===== src/design/hrcc_regs.svh =====
`ifndef HRCC_REGS_SVH
`define HRCC_REGS_SVH

// ****************************************
// Timing
// ****************************************
`define HRCC_CLK_PERIOD_NS     20
`define HRCC_CPU_HOLD_NS       1000000
`define HRCC_CPU_HOLD_CYC      (`HRCC_CPU_HOLD_NS / `HRCC_CLK_PERIOD_NS)
`define HRCC_CORE_REL_MIN_CYC  4
`define HRCC_CORE_REL_MAX_CYC  6
`define HRCC_CORE_REL_CYC      4
`define HRCC_NUM_CPU_BUSES     2
`define HRCC_NUM_PORTS         4

// ****************************************
// Sleep states
// ****************************************
`define HRCC_SLP_S0  3'h0
`define HRCC_SLP_S1  3'h1
`define HRCC_SLP_S2  3'h2
`define HRCC_SLP_S3  3'h3
`define HRCC_SLP_S4  3'h4
`define HRCC_SLP_S5  3'h5

`endif


===== src/design/hrcc_pkg.sv =====
package hrcc_pkg;

	typedef enum logic [1:0] {
		HRCC_OFF    = 2'b00,
		HRCC_HARD   = 2'b01,
		HRCC_CPUHLD = 2'b11,
		HRCC_RUN    = 2'b10
	} hrcc_state_t;

endpackage


===== src/design/hrcc_sync_if.sv =====
`timescale 1ns/1ps
interface hrcc_sync_if;
	logic clk;
	logic pg_raw;
	logic pg_sync;
	logic pg_rst;
	modport src (output clk, output pg_raw, input pg_sync, input pg_rst);
	modport snk (input clk, input pg_raw, output pg_sync, output pg_rst);
endinterface


===== src/design/hrcc_pg_sync.sv =====
`timescale 1ns/1ps
// ****************************************
// Power-good synchroniser
// ****************************************
// Asserts reset as soon as power-good falls, releases it through two flops.
module hrcc_pg_sync (
	hrcc_sync_if.snk s
);
	logic s1_q;
	logic s2_q;

	always_ff @(posedge s.clk or negedge s.pg_raw) begin
		if (!s.pg_raw) begin
			s1_q <= 1'b0;
			s2_q <= 1'b0;
		end else begin
			s1_q <= 1'b1;
			s2_q <= s1_q;
		end
	end

	assign s.pg_sync = s2_q;
	assign s.pg_rst  = ~s2_q;
endmodule


===== src/design/hrcc_top.sv =====
`timescale 1ns/1ps
`include "hrcc_regs.svh"
module hrcc_top #(
	parameter int CPU_HOLD_CYC = `HRCC_CPU_HOLD_CYC,
	parameter int NPORT        = `HRCC_NUM_PORTS,
	parameter int NCPU         = `HRCC_NUM_CPU_BUSES
) (
	input  wire logic             core_clk_in,
	input  wire logic             srst_in,
	input  wire logic             power_good_in,
	input  wire logic             hard_reset_in_n,
	input  wire logic             cfg_hard_req_in,
	input  wire logic             cfg_cpu_req_in,
	input  wire logic [NPORT-1:0] cfg_port_req_in,
	input  wire logic             bus_init_n_in,
	input  wire logic             err_event_in,
	input  wire logic [2:0]       sleep_req_in,
	input  wire logic             sleep_req_valid_in,
	output logic      [NCPU-1:0]  cpu_bus_reset_out_n,
	output logic                  core_reset_out,
	output logic                  hard_reset_out,
	output logic      [NPORT-1:0] port_reset_out,
	output logic      [NPORT-1:0] link_train_en_out,
	output logic                  in_order_queue_clr_out,
	output logic                  bus_sm_reset_out,
	output logic                  refresh_en_out,
	output logic                  bus_init_n_seen_out,
	output logic                  sticky_err_out,
	output logic      [2:0]       sleep_state_out,
	output logic                  sleep_reject_out,
	output logic                  outputs_safe_out
);
	// ****************************************
	// Power-good synchronisation
	// ****************************************
	hrcc_sync_if sif ();
	assign sif.clk    = core_clk_in;
	assign sif.pg_raw = power_good_in;
	hrcc_pg_sync u_sync (.s(sif));

	logic pg_ok;
	logic pg_rst;
	assign pg_ok  = sif.pg_sync;
	assign pg_rst = sif.pg_rst | srst_in;

	// Hard-reset input through two flops; flop 1 feeds only flop 2.
	logic hr1_q;
	logic hr2_q;
	always_ff @(posedge core_clk_in or posedge pg_rst) begin
		if (pg_rst) begin
			hr1_q <= 1'b1;
			hr2_q <= 1'b1;
		end else begin
			hr1_q <= ~hard_reset_in_n;
			hr2_q <= hr1_q;
		end
	end

	logic hard_cause;
	assign hard_cause = hr2_q | cfg_hard_req_in;

	// ****************************************
	// Reset sequencer
	// ****************************************
	hrcc_pkg::hrcc_state_t state_q;
	logic [2:0]            rel_cnt_q;
	logic [31:0]           hold_cnt_q;

	always_ff @(posedge core_clk_in or posedge pg_rst) begin
		if (pg_rst) begin
			state_q <= hrcc_pkg::HRCC_OFF;
		end else if (hard_cause) begin
			state_q <= hrcc_pkg::HRCC_HARD;
		end else begin
			unique case (state_q)
				hrcc_pkg::HRCC_OFF: begin
					state_q <= hrcc_pkg::HRCC_HARD;
				end
				hrcc_pkg::HRCC_HARD: begin
					if (rel_cnt_q == 3'(`HRCC_CORE_REL_CYC - 2)) begin
						state_q <= hrcc_pkg::HRCC_CPUHLD;
					end
				end
				hrcc_pkg::HRCC_CPUHLD: begin
					if (hold_cnt_q >= 32'(CPU_HOLD_CYC - 1)) begin
						state_q <= hrcc_pkg::HRCC_RUN;
					end
				end
				hrcc_pkg::HRCC_RUN: begin
					state_q <= hrcc_pkg::HRCC_RUN;
				end
			endcase
		end
	end

	always_ff @(posedge core_clk_in) begin
		if (pg_rst || hard_cause || state_q != hrcc_pkg::HRCC_HARD) begin
			rel_cnt_q <= 3'h0;
		end else begin
			rel_cnt_q <= rel_cnt_q + 3'h1;
		end
	end

	// Hold timer counts from the hard-reset input release.
	always_ff @(posedge core_clk_in) begin
		if (pg_rst || hard_cause || state_q == hrcc_pkg::HRCC_OFF) begin
			hold_cnt_q <= 32'h0000_0000;
		end else if (state_q != hrcc_pkg::HRCC_RUN) begin
			hold_cnt_q <= hold_cnt_q + 32'h0000_0001;
		end
	end

	logic in_hard;
	assign in_hard = (state_q == hrcc_pkg::HRCC_OFF) || (state_q == hrcc_pkg::HRCC_HARD);

	// ****************************************
	// Processor-only and targeted requests
	// ****************************************
	logic             cpu_only_q;
	logic [NPORT-1:0] port_rst_q;
	always_ff @(posedge core_clk_in) begin
		if (pg_rst || in_hard) begin
			cpu_only_q <= 1'b0;
			port_rst_q <= '0;
		end else begin
			cpu_only_q <= cfg_cpu_req_in;
			port_rst_q <= cfg_port_req_in;
		end
	end

	// ****************************************
	// Bus-init handling
	// ****************************************
	logic bus_init_n_q;
	logic bus_init_n_seen_q;
	always_ff @(posedge core_clk_in) begin
		if (pg_rst || in_hard) begin
			bus_init_n_q      <= 1'b0;
			bus_init_n_seen_q <= 1'b0;
		end else begin
			bus_init_n_q <= ~bus_init_n_in;
			if (!bus_init_n_in) begin
				bus_init_n_seen_q <= 1'b1;
			end
		end
	end

	// Sticky error status is cleared only by power-good loss or srst_in; clear wins over set.
	logic sticky_q;
	always_ff @(posedge core_clk_in or posedge pg_rst) begin
		if (pg_rst) begin
			sticky_q <= 1'b0;
		end else if (err_event_in) begin
			sticky_q <= 1'b1;
		end
	end

	// ****************************************
	// Sleep state
	// ****************************************
	function automatic logic slp_ok(input logic [2:0] s);
		slp_ok = (s <= `HRCC_SLP_S5) && (s != `HRCC_SLP_S2);
	endfunction

	logic [2:0] slp_q;
	logic       slp_rej_q;
	always_ff @(posedge core_clk_in) begin
		if (pg_rst || in_hard) begin
			slp_q     <= `HRCC_SLP_S0;
			slp_rej_q <= 1'b0;
		end else if (sleep_req_valid_in) begin
			slp_rej_q <= ~slp_ok(sleep_req_in);
			if (slp_ok(sleep_req_in)) begin
				slp_q <= sleep_req_in;
			end
		end else begin
			slp_rej_q <= 1'b0;
		end
	end

	// ****************************************
	// Outputs
	// ****************************************
	logic run;
	assign run = (state_q == hrcc_pkg::HRCC_RUN);

	always_ff @(posedge core_clk_in) begin
		if (pg_rst) begin
			cpu_bus_reset_out_n <= '0;
			core_reset_out      <= 1'b1;
			hard_reset_out      <= 1'b1;
			port_reset_out      <= '1;
			link_train_en_out   <= '0;
			outputs_safe_out    <= 1'b1;
		end else begin
			cpu_bus_reset_out_n <= {NCPU{run & ~cpu_only_q & ~hard_cause}};
			core_reset_out      <= in_hard | hard_cause;
			hard_reset_out      <= in_hard | hard_cause;
			port_reset_out      <= {NPORT{in_hard | hard_cause}} | port_rst_q;
			link_train_en_out   <= {NPORT{pg_ok & ~in_hard & ~hard_cause}} & ~port_rst_q;
			outputs_safe_out    <= in_hard | hard_cause;
		end
	end

	assign in_order_queue_clr_out = bus_init_n_q;
	assign bus_sm_reset_out       = bus_init_n_q;
	assign refresh_en_out         = ~in_hard;
	assign bus_init_n_seen_out         = bus_init_n_seen_q;
	assign sticky_err_out         = sticky_q;
	assign sleep_state_out        = slp_q;
	assign sleep_reject_out       = slp_rej_q;
endmodule


===== config.mk =====
export PLATFORM = sky130hd
export DESIGN_NAME = hrcc_top
export DESIGN_NICKNAME = d
export VERILOG_FILES = /design/src/design/hrcc_pkg.sv /design/src/design/hrcc_sync_if.sv /design/src/design/hrcc_pg_sync.sv /design/src/design/hrcc_top.sv
export VERILOG_INCLUDE_DIRS = /design/src /design/src/design
export SDC_FILE = /design/constraint.sdc
export NUM_CORES = 1
export LEC_CHECK = 0
export ABC_AREA = 1
export BUFFER_PORTS_ARGS = -buffer_cell sky130_fd_sc_hd__buf_2
export CAP_MARGIN = 30
export CORE_MARGIN = 2
export CORE_UTILIZATION = 62
export DETAILED_ROUTE_END_ITERATION = 8
export PLACE_DENSITY_LB_ADDON = 0.2
export SLEW_MARGIN = 5
export SYNTH_ARGS = -nofsm -noshare
export SYNTH_HDL_FRONTEND = slang
export SYNTH_HIERARCHICAL = 1
export SYNTH_SLANG_ARGS = --single-unit

===== constraint.sdc =====
create_clock -name core_clk_in -period 1.23 [get_ports core_clk_in]
set_clock_uncertainty 0.05 [all_clocks]
set_input_delay 0.246 -clock core_clk_in [delete_from_list [all_inputs] [get_ports core_clk_in]]
set_output_delay 0.246 -clock core_clk_in [all_outputs]
set_load 0.005 [all_outputs]

==> results_dict.tcl, run 1 <==
set metrics [dict create \
    outcome "stopped before the end" \
    lastStage "global routing" \
    error_line "[ERROR DPL-0033] detailed placement checks failed during check placement." \
    synth_edf_count 0 \
    die_h_um 73.39 \
    clock-sinks 63 \
    yosys.area_share.simple_pct 36.46 \
    seq_area_frac_synth_pct 43.50 \
    ys.flop_type "dfxtp_1" \
    postSynthCellCount 417 \
    synth_nets 436 \
    synthArstFlopShare_pct 11.11 \
    row_count 25 \
    antenna_found_initial 0 \
    start_util_pct 63.63 \
    muxShareOfSynthArea_pct 0 \
    die_width_um 73.39 \
    ios 38 \
    htree_levels 3 \
    place_inst 549 \
    worstEndpointGrtRepair "hold_cnt_q[22]$_SDFFE_PP0P_/D" \
    syn_avg_cell_area_um2 7.159 \
    cts_root_buf "clkbuf_8" \
    ys_ff_latch 63 \
    port_buffers 37 \
    synth_area_um2 2985 \
    synth_compound_area_share_pct 6.580 \
    dpl-instance-area_um2 3606 \
    synth_xor_area_share_pct 0.8801 \
    synth_top_family_by_area "simple AND/OR/NAND/NOR gates" \
    synth_fa_ha_area_share_pct 1.257 \
    grt_max_degree 13 \
    endpoint_type "register input" \
    gp_congestion 0.8802 \
    cts.path.max_buffers 2 \
    ys_types 37 \
    hpwl_um 5427 \
    yosys_warnings 6 \
    cts_buffers 9 \
]
-- cells by family after synthesis --
| logic type | after synthesis |
|---|---|
| buf+inv | 81 |
| fa+ha+maj | 3 |
| simple gates | 229 |
| other cells | 1 |
| compound gates | 37 |
| xor+xnor | 3 |
| flops | 63 |
-- through the flow --
stage	hold WS, ns	setup slack, ns	TNS (ns)
CTS	0.002091	-0.1615	-3.896
detailed placement	-0.01633	-0.2228	-5.518
global placement	-0.01875	-0.1937	-4.073
floorplan	-0.09959	-0.08654	-0.5270
-- synth_stat cells, types with 2 or more instances --
cell type / instances / area share, %
nand3b_1: 3 / 0.75
inv_1: 68 / 8.5
nor3_1: 10 / 1.7
inv_2: 2 / 0.25
nand3_2: 2 / 0.67
o21ai_0: 13 / 2.2
dfxtp_1: 56 / 38
nor2_1: 73 / 9.2
dfrtp_1: 5 / 4.2
buf_2: 2 / 0.34
or2_2: 4 / 0.84
a21oi_1: 20 / 3.4
nand2_4: 2 / 0.75
nand4_1: 12 / 2.5
xnor2_1: 2 / 0.59
ha_1: 3 / 1.3
nand2_1: 80 / 10
nand3_1: 19 / 3.2
dfstp_2: 2 / 1.8
nor2_2: 6 / 1.3
nand2_2: 6 / 1.3
nor2_4: 7 / 2.6
o21a_1: 2 / 0.50
buf_4: 5 / 1.3
-- repair_timing --
| action | CTS |
|---|---|
| resized for setup | 50 |
| pin swaps | 19 |
| hold endpoints to repair | 6 |
| cloned | 0 |
| endpoints found under the setup margin | 49 |
| setup buffers | 4 |
| hold buffers | 3 |
==> inputs of run 2 (changes only) <==
- CORE_UTILIZATION: 62 -> 40
- PLACE_DENSITY_LB_ADDON: 0.2 -> 0.15
==> results_dict.tcl, run 2 <==
set metrics [dict create \
    outcome "finished, violations left" \
    violations "negative setup slack" \
    syn_avg_cell_area_um2 7.159 \
    final_cell_mix "72 x nand2_1, 57 x inv_1, 52 x nor2_1, 52 x buf_4, 40 x dfxtp_1" \
    synthArstFlopShare_pct 11.11 \
    synth_nets 436 \
    die_h_um 90.39 \
    place_inst 592 \
    start_util_pct 41.16 \
    worstPathArrival_ns 1.65 \
    vdd_drop_max_mv 0.7465 \
    drcViolationCount 0 \
    instances_no_fill 628 \
    ys_ff_latch 63 \
    cp_max_fo 7 \
    hold_violations 0 \
    preCtsSetupSlack_ns -0.2311 \
    synth_xor_area_share_pct 0.8801 \
    synthTopCellsByCount "80 x nand2_1, 73 x nor2_1, 68 x inv_1" \
    antenna_found_initial 0 \
    dpl-instance-area_um2 3660 \
    synth_compound_area_share_pct 6.580 \
    required_ns 1.42 \
    seq_area_frac_synth_pct 43.50 \
    hpwl_um 5166 \
    ant_nets 0 \
    postSynthCellCount 417 \
    vias 2887 \
    htree_levels 3 \
    r2r_cells 7 \
    p_leak_nw 2.006 \
    cts_tree "yes" \
    synth_top_family_by_area "simple AND/OR/NAND/NOR gates" \
    synth_fa_ha_area_share_pct 1.257 \
    wl_per_cell_um 12.32 \
    muxShareOfSynthArea_pct 0 \
    largest_reg_flops 32 \
    p_total_mw 4.396 \
    cts_buffers 9 \
    cp_slowest_cell "dfxtp_2" \
    final_common_cell "nand2_1" \
    crit_chain "nand2_1 -> nor2_4 -> nand2_4 -> nor2_8 -> nand3b_1 -> o21ai_1 -> nor2_1" \
    fin_util_pct 61.38 \
    critPathKind "reg2reg" \
    gp_congestion 0.8034 \
    max_cap_viol_count 0 \
    cts_root_buf "clkbuf_8" \
    hold_class "in2reg" \
    critPathBufInv 0 \
    cpPeakStageDelay_ns 0.37 \
    row_count 31 \
    final_nets 543 \
    port_buffers 37 \
    drive_gt1_share_pct 43.67 \
    drt_iter0_markers 115 \
    area_growth_pct 49.12 \
    firstDrtPassIters 4 \
    yosys.area_share.simple_pct 36.46 \
    track_usage_pct 18.54 \
    worstHoldPathCells 2 \
    grt_overflow 0 \
    final_cell_area_um2 4452 \
    clk_latency_ns 0.35 \
    clk_pin_slew_ns 0.08 \
    rsz0062_at_grt "yes" \
    vias_per_cell 4.597 \
    fin_ws_ns -0.2259 \
    die_width_um 90.39 \
    fin_crit_sh_pct 118.4 \
    hp-start "err_event_in" \
    synth_area_um2 2985 \
    grt_max_degree 14 \
    wl_um 7736 \
    finalMaxSlewViolations 0 \
    reg2reg_from "hold_cnt_q[2]" \
    top_register "hold_cnt_q" \
    start_kind "flop" \
    tns_ns -4.864 \
    yosys.area.top_type "dfxtp_1" \
    fin_crit_ns 1.456 \
    ios 38 \
    ys.flop_type "dfxtp_1" \
    synth.top_cell.area_share_pct 37.55 \
    synth_edf_count 0 \
    grt_pass1_vias 2648 \
    coreArea_um2 7253 \
    reg2reg_setup_slack_ns -0.23 \
    antenna_cells 0 \
    die-area_um2 8170 \
    setup_viol 39 \
    synth.most_common_cell "nand2_1" \
    yosys_warnings 6 \
    max_freq_ghz 0.6869 \
    cpLargestDelayFamily "simple AND/OR/NAND/NOR gates" \
    grt_pass1_wl_um 11980 \
    synth_area_leaders "dfxtp_1 38%, nand2_1 10%, nor2_1 9.2%" \
    whs_ns 0.03179 \
    r2r-end "hold_cnt_q[19]" \
    p_per_area_nw_per_um2 987.5 \
    endpoint_kind "flop" \
    clock-sinks 63 \
    ys_types 37 \
    cts.path.max_buffers 2 \
    whs_endpoint "sticky_err_out" \
]
[run 2: cell counts after synthesis]
No cell type changed its count.
[run 2: cell families (layout without fill, tap and decap cells)]
| logic type | Yosys count | count (layout) |
|---|---|---|
| AND/OR/NAND/NOR | 229 | 229 |
| other | 1 | 1 |
| adder cells (fa/ha/maj) | 3 | 3 |
| AO/OA/AOI/OAI | 37 | 37 |
| buffers and inverters | 81 | 193 |
| flip-flops | 63 | 63 |
| XOR/XNOR | 3 | 3 |
[run 2: worst max-delay path by stage]
stage | startpoint | end | slack [ns] | cells past startpoint
final | hold_cnt_q[2] | hold_cnt_q[19] | -0.23 | 7
after global routing | hold_cnt_q[0] | hold_cnt_q[16] | -0.33 | 11
after detailed placement | hold_cnt_q[1] | hold_cnt_q[16] | -0.23 | 11
after global placement | hold_cnt_q[1] | hold_cnt_q[14] | -0.19 | 10
after floorplan | hold_cnt_q[1] | hold_cnt_q[14] | -0.09 | 10
after CTS | state_q[1] | hold_cnt_q[19] | -0.15 | 7
[run 2: where the power goes]
| part | internal, mW | total, mW | switching, mW |
|---|---|---|---|
| combinational | 0.108 | 0.221 | 0.113 |
| clock | 1.17 | 2.10 | 0.936 |
| sequential | 2.06 | 2.07 | 0.0140 |
| total | 3.33 | 4.40 | 1.06 |
[run 2: cell type report]
class	count	area (um^2)
fill	644	2801
clock inverter	7	103.9
tap	99	123.9
inverter	71	284.0
clock buffer	9	123.9
sequential	63	1328
timing repair buffer	106	793.3
multi-input combinational	273	1695
[run 2: layer usage]
layer	GRT usage, %	part of all wire (%)
met5	0	0
met4	5.513	1.3
met3	5.843	3.9
met2	30.64	51
met1	23.23	44
[run 2: repair_timing]
action / 4_1_cts / 5_1_grt
gates cloned: 0 / 1
endpoints found under the setup margin: 46 / 59
buffers inserted: 4 / 11
resized for setup: 58 / 68
endpoints found under the hold margin: 7 / 0
hold buffers: 4 / 0
pin swaps: 25 / 30
[run 2: worst register-to-register path, cell delays in order, from the launching register on]
cell and delay, ns:
dfxtp_2 0.37, nand2_1 0.09, nor2_4 0.17, nand2_4 0.15
nor2_8 0.19, nand3b_1 0.12, o21ai_1 0.15, nor2_1 0.05
(Power assumes the default switching activity.)
